==> src/dci_map.svh <==
`ifndef DCI_MAP_SVH
`define DCI_MAP_SVH
// Timing
`define DCI_CLK_NS 5
`define DCI_POR_NS 100000000
`define DCI_POR_CYC ((`DCI_POR_NS + `DCI_CLK_NS - 1) / `DCI_CLK_NS)
`define DCI_DEB_NS 2000000
`define DCI_DEB_CYC ((`DCI_DEB_NS + `DCI_CLK_NS - 1) / `DCI_CLK_NS)
`define DCI_POR_W 25
`define DCI_DEB_W 19
// Contact input bit positions
`define DCI_NIN 11
`define DCI_IN_FWD 0
`define DCI_IN_REV 1
`define DCI_IN_JOG 2
`define DCI_IN_RAMP 3
`define DCI_IN_INH 4
`define DCI_IN_CLR 5
`define DCI_IN_CUR 6
`define DCI_IN_RST 7
`define DCI_IN_MS 8
`define DCI_MS_W 3
// Mode select values
`define DCI_MODE_JOG 1'h0
`define DCI_MODE_THM 1'h1
// Field widths, limits, reset values
`define DCI_RAMP_W 12
`define DCI_RAMP_MAX 12'hE10
`define DCI_BOOST_W 8
`define DCI_VF_W 16
`define DCI_IREF_W 12
`define DCI_RAMP_RST 12'h000
`define DCI_BOOST_RST 8'h00
`define DCI_VF_RST 16'h0000
`define DCI_IREF_RST 12'h000
`endif

==> src/dci_pkg.sv <==
package dci_pkg;
`include "dci_map.svh"
    typedef enum logic [2:0] {
        DCI_ST_INIT, DCI_ST_STOP, DCI_ST_RUN,
        DCI_ST_TRIP, DCI_ST_PLOSS, DCI_ST_HOLD
    } dci_state_e;
    typedef enum logic [1:0] {
        DCI_REF_VOLT, DCI_REF_CURR, DCI_REF_MULTI
    } dci_ref_e;
    typedef logic [`DCI_NIN-1:0] dci_in_t;
    typedef struct packed {
        dci_in_t clean;
        logic [`DCI_NIN-1:0][`DCI_DEB_W-1:0] cnt;
    } dci_deb_s;
    typedef struct packed {
        logic busy;
        logic [`DCI_POR_W-1:0] cnt;
    } dci_por_s;
    typedef struct packed {
        dci_state_e st;
        logic drive_en;
        logic run;
        logic rev;
        logic inch;
        logic fault;
        logic init;
        logic [`DCI_RAMP_W-1:0] accel;
        logic [`DCI_RAMP_W-1:0] decel;
        logic [`DCI_BOOST_W-1:0] boost;
        logic [`DCI_VF_W-1:0] vf;
        dci_ref_e rsel;
        logic [`DCI_IREF_W-1:0] iref;
    } dci_core_s;
endpackage

==> src/dci_link_if.sv <==
`timescale 1ns/1ps
interface dci_link_if;
    import dci_pkg::*;
    dci_in_t clean;
    logic init_busy;
    modport deb (output clean);
    modport por (output init_busy);
    modport core (input clean, input init_busy);
endinterface

==> src/dci_debounce.sv <==
`timescale 1ns/1ps
`include "dci_map.svh"
module dci_debounce #(
    parameter int unsigned CYC = `DCI_DEB_CYC
) (
    // Clock, reset, enable
    input wire logic core_clk_i,
    input wire logic rstn_i,
    input wire logic ce_i,
    // Contacts
    input wire dci_pkg::dci_in_t raw_i,
    dci_link_if.deb link
);
    import dci_pkg::*;
    dci_deb_s q, next_q;
    dci_in_t hit;

    // A level must hold CYC cycles before it is believed
    always_comb begin
        next_q = q;
        for (int i = 0; i < `DCI_NIN; i++) begin
            hit[i] = (raw_i[i] != q.clean[i])
                && (q.cnt[i] == `DCI_DEB_W'(CYC - 1));
            if (raw_i[i] == q.clean[i]) begin
                next_q.cnt[i] = '0;
            end else if (hit[i]) begin
                next_q.clean[i] = raw_i[i]; // RULE_20
                next_q.cnt[i] = '0;
            end else begin
                next_q.cnt[i] = q.cnt[i] + `DCI_DEB_W'(1);
            end
        end
    end

    always_ff @(posedge core_clk_i) begin
        if (!rstn_i) begin
            q <= '0;
        end else if (ce_i) begin
            q <= next_q;
        end
    end

    assign link.clean = q.clean;

    a_deb_stable: assert property ( // RULE_20
        @(posedge core_clk_i) disable iff (!rstn_i)
        (hit == '0) |=> $stable(q.clean))
        else $error("debounced level moved without a full count");
endmodule // dci_debounce

==> src/dci_por.sv <==
`timescale 1ns/1ps
`include "dci_map.svh"
module dci_por #(
    parameter int unsigned CYC = `DCI_POR_CYC
) (
    // Clock, reset, enable
    input wire logic core_clk_i,
    input wire logic rstn_i,
    input wire logic ce_i,
    dci_link_if.por link
);
    import dci_pkg::*;
    dci_por_s q, next_q;
    logic done;

    assign done = (q.cnt == `DCI_POR_W'(CYC - 1));

    always_comb begin
        next_q = q;
        if (q.busy) begin
            next_q.cnt = q.cnt + `DCI_POR_W'(1);
            next_q.busy = !done; // RULE_13
        end
    end

    always_ff @(posedge core_clk_i) begin
        if (!rstn_i) begin
            q <= '{busy: 1'b1, cnt: '0};
        end else if (ce_i) begin
            q <= next_q;
        end
    end

    assign link.init_busy = q.busy;

    a_por_length: assert property ( // RULE_13
        @(posedge core_clk_i) disable iff (!rstn_i)
        q.busy && !done |=> q.busy)
        else $error("initial reset ended early");
endmodule // dci_por

==> src/dci_ctrl_inputs.sv <==
`timescale 1ns/1ps
`include "dci_map.svh"
// Summary of operation
// [RULE_01] Mode 0: shared input selects jog
// [RULE_02] Mode 1: shared input is thermal contact
// [RULE_03] Thermal trip stops output, latches fault
// [RULE_04] Trip stays latched after contact recovers
// [RULE_05] Party clears trip by reset or power
// [RULE_06] Ramp select closed: second parameter set
// [RULE_07] Ramp select open: primary parameter set
// [RULE_08] Inhibit input coasts motor immediately
// [RULE_09] Party holds inhibit at least 20 ms
// [RULE_10] Fault clear cancels protective stop
// [RULE_11] Fault clear reinitialises, output off
// [RULE_12] Party holds fault clear 0.1 s
// [RULE_13] Power-up reset lasts 0.1 to 0.2 s
// [RULE_14] Output off during any reset
// [RULE_15] Current select closed: current reference used
// [RULE_16] Current select open: current reference ignored
// [RULE_17] Multi-step speed beats current reference
// [RULE_18] Restart select closed: auto restart
// [RULE_19] Restart select open: no auto restart
// [RULE_20] Debounce every contact before use
module dci_ctrl_inputs #(
    parameter int unsigned POR_CYC = `DCI_POR_CYC,
    parameter int unsigned DEB_CYC = `DCI_DEB_CYC
) (
    // Clock, reset, enable
    input wire logic core_clk_i,
    input wire logic rstn_i,
    input wire logic ce_i,
    // Contact inputs, high = closed
    input wire logic forward_run_input_i,
    input wire logic reverse_run_input_i,
    input wire logic jog_or_thermal_input_i,
    input wire logic alt_ramp_select_i,
    input wire logic output_inhibit_i,
    input wire logic fault_clear_input_i,
    input wire logic current_ref_select_i,
    input wire logic restart_select_i,
    input wire logic [`DCI_MS_W-1:0] multi_speed_i,
    // Configuration
    input wire logic mode_select_i,
    input wire logic [`DCI_RAMP_W-1:0] accel1_i,
    input wire logic [`DCI_RAMP_W-1:0] decel1_i,
    input wire logic [`DCI_RAMP_W-1:0] accel2_i,
    input wire logic [`DCI_RAMP_W-1:0] decel2_i,
    input wire logic [`DCI_BOOST_W-1:0] boost1_i,
    input wire logic [`DCI_BOOST_W-1:0] boost2_i,
    input wire logic [`DCI_VF_W-1:0] vf1_i,
    input wire logic [`DCI_VF_W-1:0] vf2_i,
    // Supply and current loop
    input wire logic power_fail_i,
    input wire logic [`DCI_IREF_W-1:0] current_ref_i,
    // Drive control
    output logic drive_enable_o,
    output logic run_o,
    output logic reverse_o,
    output logic inch_mode_o,
    output logic fault_o,
    output logic ctrl_init_o,
    // Selected settings
    output logic [`DCI_RAMP_W-1:0] accel_time_o,
    output logic [`DCI_RAMP_W-1:0] decel_time_o,
    output logic [`DCI_BOOST_W-1:0] boost_o,
    output logic [`DCI_VF_W-1:0] vf_o,
    output dci_pkg::dci_ref_e ref_sel_o,
    output logic [`DCI_IREF_W-1:0] current_ref_o
);
    import dci_pkg::*;

    dci_link_if link ();
    dci_in_t raw;
    dci_core_s q, next_q;
    logic fwd, rev, start_any, jog_sel, thm, inh, init_hold;
    logic alt, cur_sel, rst_sel, ms_any;

    // Ramp times above the range saturate
    function automatic logic [`DCI_RAMP_W-1:0] clamp_ramp(
        input logic [`DCI_RAMP_W-1:0] t);
        return (t > `DCI_RAMP_MAX) ? `DCI_RAMP_MAX : t;
    endfunction

    assign raw = {multi_speed_i, restart_select_i,
        current_ref_select_i, fault_clear_input_i, output_inhibit_i,
        alt_ramp_select_i, jog_or_thermal_input_i,
        reverse_run_input_i, forward_run_input_i};

    dci_debounce #(.CYC(DEB_CYC)) u_deb (
        .core_clk_i(core_clk_i),
        .rstn_i(rstn_i),
        .ce_i(ce_i),
        .raw_i(raw),
        .link(link.deb)
    );

    dci_por #(.CYC(POR_CYC)) u_por (
        .core_clk_i(core_clk_i),
        .rstn_i(rstn_i),
        .ce_i(ce_i),
        .link(link.por)
    );

    assign fwd = link.clean[`DCI_IN_FWD];
    assign rev = link.clean[`DCI_IN_REV];
    // Both directions closed means stop
    assign start_any = fwd ^ rev;
    assign jog_sel = (mode_select_i == `DCI_MODE_JOG)
        && link.clean[`DCI_IN_JOG];
    assign thm = (mode_select_i == `DCI_MODE_THM)
        && link.clean[`DCI_IN_JOG];
    assign inh = link.clean[`DCI_IN_INH];
    assign alt = link.clean[`DCI_IN_RAMP];
    assign cur_sel = link.clean[`DCI_IN_CUR];
    assign rst_sel = link.clean[`DCI_IN_RST];
    assign ms_any = |link.clean[`DCI_IN_MS +: `DCI_MS_W];
    assign init_hold = link.init_busy
        || link.clean[`DCI_IN_CLR];

    always_comb begin
        next_q = q;
        if (init_hold) begin
            // Everything back to reset values
            next_q = '0; // RULE_10 RULE_11 RULE_14
            next_q.st = DCI_ST_INIT;
            next_q.init = 1'b1;
        end else begin
            unique case (q.st)
                // Contact still tripped after reset trips again
                DCI_ST_INIT: begin
                    if (thm) begin
                        next_q.st = DCI_ST_TRIP; // RULE_03
                    end else begin
                        next_q.st = DCI_ST_STOP; // RULE_10
                    end
                end
                DCI_ST_STOP: begin
                    if (thm) begin
                        next_q.st = DCI_ST_TRIP;
                    end else if (start_any && !power_fail_i) begin
                        next_q.st = DCI_ST_RUN;
                    end
                end
                DCI_ST_RUN: begin
                    if (thm) begin
                        next_q.st = DCI_ST_TRIP; // RULE_03
                    end else if (power_fail_i) begin
                        next_q.st = DCI_ST_PLOSS;
                    end else if (!start_any) begin
                        next_q.st = DCI_ST_STOP; // RULE_01
                    end
                end
                DCI_ST_PLOSS: begin
                    if (thm) begin
                        next_q.st = DCI_ST_TRIP;
                    end else if (!power_fail_i) begin
                        if (!rst_sel) begin
                            next_q.st = DCI_ST_HOLD; // RULE_19
                        end else if (start_any) begin
                            next_q.st = DCI_ST_RUN; // RULE_18
                        end else begin
                            next_q.st = DCI_ST_STOP;
                        end
                    end
                end
                // Start must be released before a new run
                DCI_ST_HOLD: begin
                    if (thm) begin
                        next_q.st = DCI_ST_TRIP;
                    end else if (!start_any) begin
                        next_q.st = DCI_ST_STOP;
                    end
                end
                // Only the reset path leaves a trip
                DCI_ST_TRIP: next_q.st = DCI_ST_TRIP; // RULE_04
                default: next_q.st = DCI_ST_INIT;
            endcase
            next_q.init = 1'b0;
            next_q.run = (next_q.st == DCI_ST_RUN);
            next_q.fault = (next_q.st == DCI_ST_TRIP);
            next_q.rev = next_q.run && rev;
            next_q.inch = next_q.run && jog_sel; // RULE_01 RULE_02
            // Inhibit gates output but keeps run state
            next_q.drive_en = next_q.run && !inh
                && !power_fail_i; // RULE_08
            if (alt) begin
                next_q.accel = clamp_ramp(accel2_i); // RULE_06
                next_q.decel = clamp_ramp(decel2_i);
                next_q.boost = boost2_i;
                next_q.vf = vf2_i;
            end else begin
                next_q.accel = clamp_ramp(accel1_i); // RULE_07
                next_q.decel = clamp_ramp(decel1_i);
                next_q.boost = boost1_i;
                next_q.vf = vf1_i;
            end
            if (ms_any) begin
                next_q.rsel = DCI_REF_MULTI; // RULE_17
                next_q.iref = `DCI_IREF_RST;
            end else if (cur_sel) begin
                next_q.rsel = DCI_REF_CURR; // RULE_15
                next_q.iref = current_ref_i;
            end else begin
                next_q.rsel = DCI_REF_VOLT; // RULE_16
                next_q.iref = `DCI_IREF_RST;
            end
        end
    end

    always_ff @(posedge core_clk_i) begin
        if (!rstn_i) begin
            q <= '{st: DCI_ST_INIT, init: 1'b1, rsel: DCI_REF_VOLT,
                accel: `DCI_RAMP_RST, decel: `DCI_RAMP_RST,
                boost: `DCI_BOOST_RST, vf: `DCI_VF_RST,
                iref: `DCI_IREF_RST, default: 1'b0};
        end else if (ce_i) begin
            q <= next_q;
        end
    end

    assign drive_enable_o = q.drive_en;
    assign run_o = q.run;
    assign reverse_o = q.rev;
    assign inch_mode_o = q.inch;
    assign fault_o = q.fault;
    assign ctrl_init_o = q.init;
    assign accel_time_o = q.accel;
    assign decel_time_o = q.decel;
    assign boost_o = q.boost;
    assign vf_o = q.vf;
    assign ref_sel_o = q.rsel;
    assign current_ref_o = q.iref;

    a_jog_run: assert property ( // RULE_01
        @(posedge core_clk_i) disable iff (!rstn_i)
        ce_i && !init_hold && q.st == DCI_ST_RUN && start_any
        && jog_sel && !power_fail_i |=> run_o && inch_mode_o)
        else $error("jog select did not give jog run");
    a_jog_no_trip: assert property ( // RULE_02
        @(posedge core_clk_i) disable iff (!rstn_i)
        ce_i && !init_hold && !fault_o && jog_sel |=> !fault_o)
        else $error("jog select raised a fault");
    a_thermal_trip: assert property ( // RULE_03
        @(posedge core_clk_i) disable iff (!rstn_i)
        ce_i && !init_hold && thm |=> fault_o && !drive_enable_o)
        else $error("thermal contact did not trip");
    a_trip_latched: assert property ( // RULE_04
        @(posedge core_clk_i) disable iff (!rstn_i)
        ce_i && fault_o && !init_hold |=> fault_o && !run_o)
        else $error("trip released without reset");
    a_clear_init: assert property ( // RULE_11
        @(posedge core_clk_i) disable iff (!rstn_i)
        ce_i && link.clean[`DCI_IN_CLR]
        |=> ctrl_init_o && !fault_o && !drive_enable_o)
        else $error("fault clear did not reinitialise");
    a_init_off: assert property ( // RULE_14
        @(posedge core_clk_i) disable iff (!rstn_i)
        ctrl_init_o |-> !drive_enable_o && !run_o)
        else $error("output enabled during reset");
    a_inhibit_coast: assert property ( // RULE_08
        @(posedge core_clk_i) disable iff (!rstn_i)
        ce_i && inh |=> !drive_enable_o)
        else $error("inhibit did not cut output");
    a_ramp_alt: assert property ( // RULE_06
        @(posedge core_clk_i) disable iff (!rstn_i)
        ce_i && !init_hold && alt
        |=> vf_o == $past(vf2_i) && boost_o == $past(boost2_i))
        else $error("second set not selected");
    a_ramp_prim: assert property ( // RULE_07
        @(posedge core_clk_i) disable iff (!rstn_i)
        ce_i && !init_hold && !alt && accel1_i <= `DCI_RAMP_MAX
        |=> accel_time_o == $past(accel1_i))
        else $error("primary set not selected");
    a_iref_used: assert property ( // RULE_15
        @(posedge core_clk_i) disable iff (!rstn_i)
        ce_i && !init_hold && cur_sel && !ms_any
        |=> current_ref_o == $past(current_ref_i))
        else $error("current reference not passed");
    a_iref_ignored: assert property ( // RULE_16
        @(posedge core_clk_i) disable iff (!rstn_i)
        ce_i && !cur_sel |=> current_ref_o == `DCI_IREF_RST)
        else $error("current reference leaked");
    a_multi_prio: assert property ( // RULE_17
        @(posedge core_clk_i) disable iff (!rstn_i)
        ce_i && !init_hold && ms_any |=> ref_sel_o == DCI_REF_MULTI)
        else $error("multi-step lost priority");
    a_restart_on: assert property ( // RULE_18
        @(posedge core_clk_i) disable iff (!rstn_i)
        ce_i && !init_hold && q.st == DCI_ST_PLOSS && !power_fail_i
        && rst_sel && start_any && !thm |=> run_o)
        else $error("no automatic restart");
    a_restart_off: assert property ( // RULE_19
        @(posedge core_clk_i) disable iff (!rstn_i)
        ce_i && q.st == DCI_ST_PLOSS && !rst_sel |=> !run_o)
        else $error("restart without select");
    a_clear_cancel: assert property ( // RULE_10
        @(posedge core_clk_i) disable iff (!rstn_i)
        ce_i && !init_hold && q.st == DCI_ST_INIT && !thm
        |=> !ctrl_init_o && !fault_o)
        else $error("control did not leave reset");
    a_supply_off: assert property ( // RULE_18
        @(posedge core_clk_i) disable iff (!rstn_i)
        ce_i && power_fail_i |=> !drive_enable_o)
        else $error("output on during supply loss");
    a_inhibit_keep: assert property ( // RULE_08
        @(posedge core_clk_i) disable iff (!rstn_i)
        ce_i && !init_hold && inh && q.st == DCI_ST_RUN && start_any
        && !thm && !power_fail_i |=> run_o && !drive_enable_o)
        else $error("inhibit disturbed run state");
    a_init_hold: assert property ( // RULE_14
        @(posedge core_clk_i) disable iff (!rstn_i)
        ce_i && init_hold
        |=> ctrl_init_o && !drive_enable_o && !run_o)
        else $error("output not held off in reset");
    a_por_init: assert property ( // RULE_13
        @(posedge core_clk_i) disable iff (!rstn_i)
        ce_i && link.init_busy |=> ctrl_init_o)
        else $error("power-up reset not shown");
    a_both_stop: assert property ( // RULE_01
        @(posedge core_clk_i) disable iff (!rstn_i)
        ce_i && !init_hold && fwd && rev |=> !run_o)
        else $error("both starts closed kept running");
    a_ramp_alt_time: assert property ( // RULE_06
        @(posedge core_clk_i) disable iff (!rstn_i)
        ce_i && !init_hold && alt && accel2_i <= `DCI_RAMP_MAX
        |=> accel_time_o == $past(accel2_i))
        else $error("second ramp time not selected");
    a_ramp_sat: assert property ( // RULE_06
        @(posedge core_clk_i) disable iff (!rstn_i)
        ce_i && !init_hold && alt && accel2_i > `DCI_RAMP_MAX
        |=> accel_time_o == `DCI_RAMP_MAX)
        else $error("ramp time not saturated");
    a_decel_prim: assert property ( // RULE_07
        @(posedge core_clk_i) disable iff (!rstn_i)
        ce_i && !init_hold && !alt && decel1_i <= `DCI_RAMP_MAX
        |=> decel_time_o == $past(decel1_i)
        && boost_o == $past(boost1_i))
        else $error("primary decel or boost not selected");
    a_hold_no_run: assert property ( // RULE_19
        @(posedge core_clk_i) disable iff (!rstn_i)
        ce_i && !init_hold && q.st == DCI_ST_HOLD |=> !run_o)
        else $error("run resumed from hold");
    a_thm_no_inch: assert property ( // RULE_02
        @(posedge core_clk_i) disable iff (!rstn_i)
        ce_i && mode_select_i == `DCI_MODE_THM |=> !inch_mode_o)
        else $error("jog run in thermal mode");
    a_multi_iref: assert property ( // RULE_17
        @(posedge core_clk_i) disable iff (!rstn_i)
        ce_i && ms_any |=> current_ref_o == `DCI_IREF_RST)
        else $error("current reference with multi-step");
endmodule // dci_ctrl_inputs

==> config.mk <==
export PLATFORM = sky130hd
export DESIGN_NAME = dci_ctrl_inputs
export DESIGN_NICKNAME = d
export VERILOG_FILES = /design/src/dci_pkg.sv /design/src/dci_link_if.sv /design/src/dci_debounce.sv /design/src/dci_por.sv /design/src/dci_ctrl_inputs.sv
export VERILOG_INCLUDE_DIRS = /design/src
export SDC_FILE = /design/constraint.sdc
export NUM_CORES = 1
export LEC_CHECK = 0
export ABC_AREA = 1
export BUFFER_PORTS_ARGS = -buffer_cell sky130_fd_sc_hd__buf_4
export CORE_UTILIZATION = 39
export DETAILED_ROUTE_END_ITERATION = 10
export GPL_TIMING_DRIVEN = 0
export SLEW_MARGIN = 20
export SYNTH_ARGS = -nofsm -noshare
export SYNTH_HDL_FRONTEND = slang
export SYNTH_SLANG_ARGS = --single-unit
==> constraint.sdc <==
create_clock -name core_clk_i -period 2.1 [get_ports core_clk_i]
set_input_delay 0.42 -clock core_clk_i [delete_from_list [all_inputs] [get_ports core_clk_i]]
set_output_delay 0.42 -clock core_clk_i [all_outputs]
set_load 0.1 [all_outputs]
### Word-level counts from Yosys, hierarchy flattened

Cells that the tools add are included.

* bits in read-only memories: 0
* output and inout port bits: 68
* input bits: 124
* memories kept: 0
* flip-flop bits (word level): 317
* word-level logic and storage cells: 187
* latch bits: 0
* bits in writable memories: 0

* bitwise operators: 13
* shift operators: 0
* multipliers: 0
* reduce and logical (&&, ||, !) cells: 36
* order comparisons: 4
* add/subtract/negate cells: 12
* equality and inequality tests: 41
* div/mod/pow operators: 0
* multiplexer cells: 44

Operator list (count)
* 2-to-1 mux 19 bit: 22
* adder 19 x 1 -> 19 bit (second input constant): 11
* equality test 19 bit (second input constant): 11
* 2-to-1 mux 71 bit: 1
* greater-than comparator 12 bit (second input constant): 4
* 2-to-1 mux 12 bit: 4
* 2-to-1 mux 48 bit: 1
* AND reduction 3 bit: 11
* 2-to-1 mux 3 bit: 10
* 2-to-1 mux 26 bit: 1
* adder 25 x 1 -> 25 bit (second input constant): 1
* equality test 25 bit (second input constant): 1
* logical AND 1 bit: 18
* case mux 3 bit (6 select lines): 1
* 2-to-1 mux 14 bit: 1
* 2-to-1 mux 13 bit: 1
* equality test 3 x 2 -> 1 bit (second input constant): 4
* NOT 1 bit: 12
* equality test 1 bit: 11
* inequality test 1 bit: 11
* equality test 3 bit (second input constant): 2
* 2-to-1 mux 2 bit: 2
* equality test 3 x 1 -> 1 bit (second input constant): 1
* logical NOT 1 bit: 3
* other kinds (5): 5

### Depth between registers and ports, before layout

* depth in word-level cells: 11
* depth in mapped cells: 11
* depth with buffers taken out: 11

### Hierarchy

Synthesis repeated with hierarchy kept, for this count alone.

* cell total of the unflattened synthesis: 3009
* area total of the unflattened synthesis: 19067.0 um^2

By module, submodules not included
* dci_debounce: area each 13570.5 um^2, cells an instance 2169, instances 1, seq. area each 4404.2 um^2
* dci_ctrl_inputs: area each 4037.6 um^2, cells an instance 627, instances 1, seq. area each 1421.4 um^2
* dci_por: area each 1458.9 um^2, cells an instance 213, instances 1, seq. area each 520.5 um^2

### Worst setup path before layout

No wires, ideal clock.

* kind: reg2reg
* start: reg u_deb.q[19] in the netlist's numbering
* end: reg u_deb.q[19] in the netlist's numbering
* path slack: 547 ps
* path buffers: 1
* arrival: 1439 ps
* clock period less this slack: 1553 ps
* data required time: 1985 ps
* cell stages (with the launch flop): 10
* setup time: 115 ps
* cells stage by stage: dfxtp_1 > ha_1 > nand3_2 > nor2_2 > nand2_2 > nand3b_4 > nand2_2 > inv_2 > buf_6 > o21a_1

* cells in the longest elaborated chain, start to end: 4
* elaborated cells on any way between the ends: 5
* those cells by class: 1 x add/sub; 1 x eq/ne; 2 x mux; 1 x reduce/logical

Ends and longest elaborated chain
* start: declaration: RTL line dci_debounce.sv:15 `dci_deb_s q, next_q;`
* start signal: assignment: RTL line dci_debounce.sv:39 `q <= next_q;`
* branches (longest 2 deep; another with adder 19 x 1 -> 19 bit)
* 2-to-1 mux 19 bit *: RTL line dci_debounce.sv:26 `end else if (hit[i]) begin`
* 2-to-1 mux 19 bit *: RTL line dci_debounce.sv:24 `if (raw_i[i] == q.clean[i]) begin`

Every way passes the cells marked *.
A chain may end at the register's enable or synchronous reset.

### Worst setup path after layout

* start: in rstn_i
* end: reg q (netlist bit accel_time_o[11])

RTL lines
* start: declaration: RTL line dci_ctrl_inputs.sv:30 `input wire logic rstn_i,`
* end signal: assignment: RTL line dci_ctrl_inputs.sv:212 `q <= '{st: DCI_ST_INIT, init: 1'b1, rsel: DCI_REF_VOLT,`
* end signal: assignment: RTL line dci_ctrl_inputs.sv:217 `q <= next_q;`
* end: declaration: RTL line dci_ctrl_inputs.sv:74 `dci_core_s q, next_q;`

No word-level cell between the ends.

==> impl_results.html <==
<table>
<tr><th>Metric</th><th>Value</th></tr>
<tr><th colspan="2">Placement</th></tr>
<tr><td>Placer Congestion</td><td>0.932</td></tr>
<tr><td>Placement-stage worst setup slack</td><td>-0.508 ns</td></tr>
<tr><td>Half-perimeter wire length after placement</td><td>42800 µm</td></tr>
<tr><td>Instance area after placement</td><td>20500 µm²</td></tr>
<tr><td>Port Buf Inserts</td><td>189</td></tr>
<tr><td>Placed Cells</td><td>3650</td></tr>
<tr><th colspan="2">Clock network</th></tr>
<tr><td>Cells resized by post-CTS repair</td><td>0</td></tr>
<tr><td>CTS buffer count</td><td>37</td></tr>
<tr><td>Post-CTS setup repair buffer count</td><td>0</td></tr>
<tr><td>TritonCTS clock tree</td><td>done</td></tr>
<tr><td>Clock Latency Late Sink</td><td>0.55 ns</td></tr>
<tr><td>Reg clk slew, reported paths</td><td>0.06 ns</td></tr>
<tr><td># H-tree levels</td><td>2</td></tr>
<tr><td>CTS Hold Bufs</td><td>0</td></tr>
<tr><td>Clock tree root buffer cell</td><td>sky130_fd_sc_hd__clkbuf_16</td></tr>
<tr><td>Clock Sink Count</td><td>317</td></tr>
<tr><td>Buffer depth of the longest clock path</td><td>3</td></tr>
<tr><th colspan="2">Yosys</th></tr>
<tr><td>Yosys top cell by area</td><td>sky130_fd_sc_hd__dfxtp_1</td></tr>
<tr><td>Synth Net Count</td><td>2990</td></tr>
<tr><td>Number of register bits inferred by synthesis</td><td>317</td></tr>
<tr><td>Number of warning messages in the yosys log</td><td>0</td></tr>
<tr><td>Post-synthesis cell type count</td><td>53</td></tr>
<tr><td>Syn avg cell area</td><td>6.43 µm²</td></tr>
<tr><td>Synthesized area</td><td>18400 µm²</td></tr>
<tr><td>Area share of the largest cell type after synthesis</td><td>34.6%</td></tr>
<tr><td>Part of the Yosys area used for sequential elements</td><td>34.6%</td></tr>
<tr><td>Biggest area contributors in the synthesized netlist</td><td>sky130_fd_sc_hd__dfxtp_1 (35%), sky130_fd_sc_hd__nand2_1 (18%), sky130_fd_sc_hd__a21oi_1 (7.9%)</td></tr>
<tr><td>Gate count of the mapped netlist</td><td>2854</td></tr>
<tr><th colspan="2">Floorplanning</th></tr>
<tr><td>Initial core utilization</td><td>39.5%</td></tr>
<tr><td>Die height</td><td>219 µm</td></tr>
<tr><td>Overall die area</td><td>47900 µm²</td></tr>
<tr><td>Placement Rows</td><td>79</td></tr>
<tr><td>Top-level port count</td><td>192</td></tr>
<tr><td>Core outline area</td><td>46500 µm²</td></tr>
<tr><td>Die width</td><td>219 µm</td></tr>
<tr><th colspan="2">Pwr</th></tr>
<tr><td>Maximum ir drop on the vdd rail</td><td>451 µV</td></tr>
<tr><td>Power density normalized to cell area</td><td>630 nW/µm²</td></tr>
<tr><td>Pwr Total</td><td>13.7 mW</td></tr>
<tr><td>Leakage dissipation</td><td>8.31 nW</td></tr>
<tr><th colspan="2">Finish</th></tr>
<tr><td>Area Growth Syn to Fin</td><td>18.8%</td></tr>
<tr><td>Fill cell count</td><td>4866</td></tr>
<tr><td>Nets@finish</td><td>3218</td></tr>
<tr><td>Number of cells in the finished layout apart from fillers</td><td>3718</td></tr>
<tr><td>Ratio of cells with drive above 1 in the final layout</td><td>15.7%</td></tr>
<tr><td>Design area</td><td>21800 µm²</td></tr>
<tr><td>Share of the core filled with cells in the final layout</td><td>46.9%</td></tr>
<tr><th colspan="2">Setup path</th></tr>
<tr><td>Startpoint type of the worst setup path</td><td>input port</td></tr>
<tr><td>Startpoint-to-endpoint class of the critical path</td><td>in -&gt; reg</td></tr>
<tr><td>Maximum single-stage delay on the critical path</td><td>0.89 ns</td></tr>
<tr><td>Max stage delay cell, worst path</td><td>sky130_fd_sc_hd__buf_1</td></tr>
<tr><td>WP data required</td><td>2.49 ns</td></tr>
<tr><td>Buffers and inverters on the worst path</td><td>4</td></tr>
<tr><td>Worst Path Arrival</td><td>2.43 ns</td></tr>
<tr><td>Endpoint kind of the worst setup timing path</td><td>flop</td></tr>
<tr><td>Cell-by-cell trace of the critical path</td><td>buf_2, inv_1, clkbuf_1, buf_1, nor2_1</td></tr>
<tr><td>Crit path max-delay family</td><td>buffers and inverters</td></tr>
<tr><td>Largest driver fanout on the critical path</td><td>10</td></tr>
<tr><th colspan="2">STA</th></tr>
<tr><td>Fin Hold WS</td><td>0.119 ns</td></tr>
<tr><td>Achievable clock frequency</td><td>0.490 GHz</td></tr>
<tr><td>Slew Viols, Final</td><td>0</td></tr>
<tr><td>Pin slew with the least headroom to its limit</td><td>1.12 ns</td></tr>
<tr><td>Tmin final</td><td>2.04 ns</td></tr>
<tr><td>RSZ-0062 raised after global routing</td><td>no</td></tr>
<tr><td>Worst slew margin</td><td>25.1%</td></tr>
<tr><td>Post-route worst setup slack</td><td>0.0606 ns</td></tr>
<tr><td>Setup violations, final</td><td>0</td></tr>
<tr><td>Final worst path period share</td><td>97.1%</td></tr>
<tr><td>Final Skew</td><td>0.0128 ns</td></tr>
<tr><td>Aggregate negative setup slack</td><td>0 ns</td></tr>
<tr><td>Final Hold Viols</td><td>0</td></tr>
<tr><th colspan="2">Worst hold path</th></tr>
<tr><td>Type of the worst min-delay path</td><td>in -&gt; reg</td></tr>
<tr><th colspan="2">GRT</th></tr>
<tr><td>Global-route usage over all layers</td><td>24.0%</td></tr>
<tr><td>Antenna violations before repair</td><td>0</td></tr>
<tr><td>Remaining global-route overflow</td><td>0</td></tr>
<tr><td>Wire length of the first global-routing pass</td><td>91600 µm</td></tr>
<tr><td>Largest net degree at the start of global routing</td><td>13</td></tr>
<tr><td>Via count of the first global-routing pass</td><td>17.6k</td></tr>
<tr><th colspan="2">Drt</th></tr>
<tr><td>DRT Pass-1 Iters</td><td>5</td></tr>
<tr><td>Antenna violation net count after detailed routing</td><td>0</td></tr>
<tr><td>Per-cell via count in the routed design</td><td>5.11</td></tr>
<tr><td>Routed WL</td><td>58000 µm</td></tr>
<tr><td>Avg WL per Cell</td><td>15.6 µm</td></tr>
<tr><td>Count of vias placed by the detailed router</td><td>19.0k</td></tr>
<tr><td>Final routed DRC violation total</td><td>0</td></tr>
<tr><td>DRC violation total after the first TritonRoute iteration</td><td>1469</td></tr>
<tr><th colspan="2">Job</th></tr>
<tr><td>Number of violations of the max-capacitance limit</td><td>0</td></tr>
<tr><th colspan="2">Run status</th></tr>
<tr><td>Outcome</td><td>complete, no violations</td></tr>
</table>
[routing by layer]
layer | global-route usage (%) | routed length [µm] | vias to the layer above
met1 | 30.5 | 26000 | 8639
li1 | - | - | 9692
met2 | 39.8 | 26200 | 558
met5 | 0 | 0 | -
met3 | 3.69 | 3460 | 124
met4 | 10.6 | 2300 | 0
[where the power goes]
group	switching (mW)	internal [mW]	total, mW
Clock	2.64	4.13	6.77
Combinational	0.580	0.323	0.904
Sequential	0.0282	6.04	6.07
[logic make-up (layout without fill, tap and decap cells)]
logic type      Yosys count  after routing  share of synthesized area (%)
simple gates           1610           1610                           38.4
compound gates          454            454                           13.1
buf+inv                 418            674                           11.0
flops                   317            317                           34.6
xor+xnor                 43             43                           2.05
fa+ha+maj                12             12                          0.818
other cells               0              1                              0
[cell usage in the layout, fill, tap and decap left out, types with 39 or more instances in the layout]
| cell type | count |
|---|---|
| sky130_fd_sc_hd__buf_4 | 275 |
| sky130_fd_sc_hd__clkbuf_16 | 39 |
| sky130_fd_sc_hd__nand3_1 | 193 |
| sky130_fd_sc_hd__inv_1 | 238 |
| sky130_fd_sc_hd__nand2_1 | 891 |
| sky130_fd_sc_hd__dfxtp_1 | 316 |
| sky130_fd_sc_hd__nor3_1 | 70 |
| sky130_fd_sc_hd__o21ai_0 | 111 |
| sky130_fd_sc_hd__a21oi_1 | 291 |
| sky130_fd_sc_hd__nand4_1 | 74 |
| sky130_fd_sc_hd__clkbuf_1 | 50 |
| sky130_fd_sc_hd__nor2_1 | 270 |
[registers in the layout, summed over array words and instances, names as in the netlist]
name and flops:
accel_time_o 12, boost_o 8, ctrl_init_o 1, current_ref_o 12, decel_time_o 12, drive_enable_o 1, fault_o 1, inch_mode_o 1
q 3, ref_sel_o 2, reverse_o 1, run_o 1, u_deb.link.clean 11, u_deb.q 209, u_por.link.init_busy 1, u_por.q 25
vf_o 16
[final timing paths]
check	cells past startpoint	startpoint	slack, ns	endpoint
setup / recovery	5	rstn_i	0.06	accel_time_o[11]
setup reg to reg	9	u_deb.q[190]	0.16	u_deb.q[200]
hold / removal	3	current_ref_i[2]	0.12	current_ref_o[2]
hold reg to reg	2	vf_o[4]	0.46	vf_o[4]
[cells in the mapped netlist, drive strengths merged]
cell type	n
a211oi	4
a21boi	2
a21o	1
a21oi	294
a221oi	5
a22oi	3
a32oi	1
and2	2
buf	122
clkbuf	41
clkinv	1
dfxtp	317
ha	12
inv	254
nand2	908
nand3	209
nand3b	5
nand4	77
nor2	307
nor3	83
nor3b	2
nor4	3
o2111ai	1
o211ai	1
o21a	9
o21ai	118
o21bai	7
o221ai	1
o22ai	2
o31ai	5
or2	14
xnor2	18
xor2	25
[worst register-to-register path: cells and delay by family (launching register included)]
family                   cells  cell delay, ns
flip-flops                   1            0.37
AND/OR/NAND/NOR              5            0.79
adder cells (fa/ha/maj)      1            0.31
AO/OA/AOI/OAI                1            0.06
buffers and inverters        2            0.27
[cell type report]
| class | count | area [µm²] | area share (%) |
|---|---|---|---|
| diodes | 1 | 2.50 | 0.0115 |
| plain buffers | 163 | 1060 | 4.87 |
| clock buffers | 60 | 1150 | 5.30 |
| clock inverters | 7 | 114 | 0.522 |
| inverters | 255 | 960 | 4.40 |
| multi-input cells | 2119 | 9980 | 45.8 |
| flip-flops and latches | 317 | 6350 | 29.1 |
| well taps | 607 | 759 | 3.48 |
| repair buffers | 189 | 1420 | 6.51 |
(Power assumes the default switching activity.)
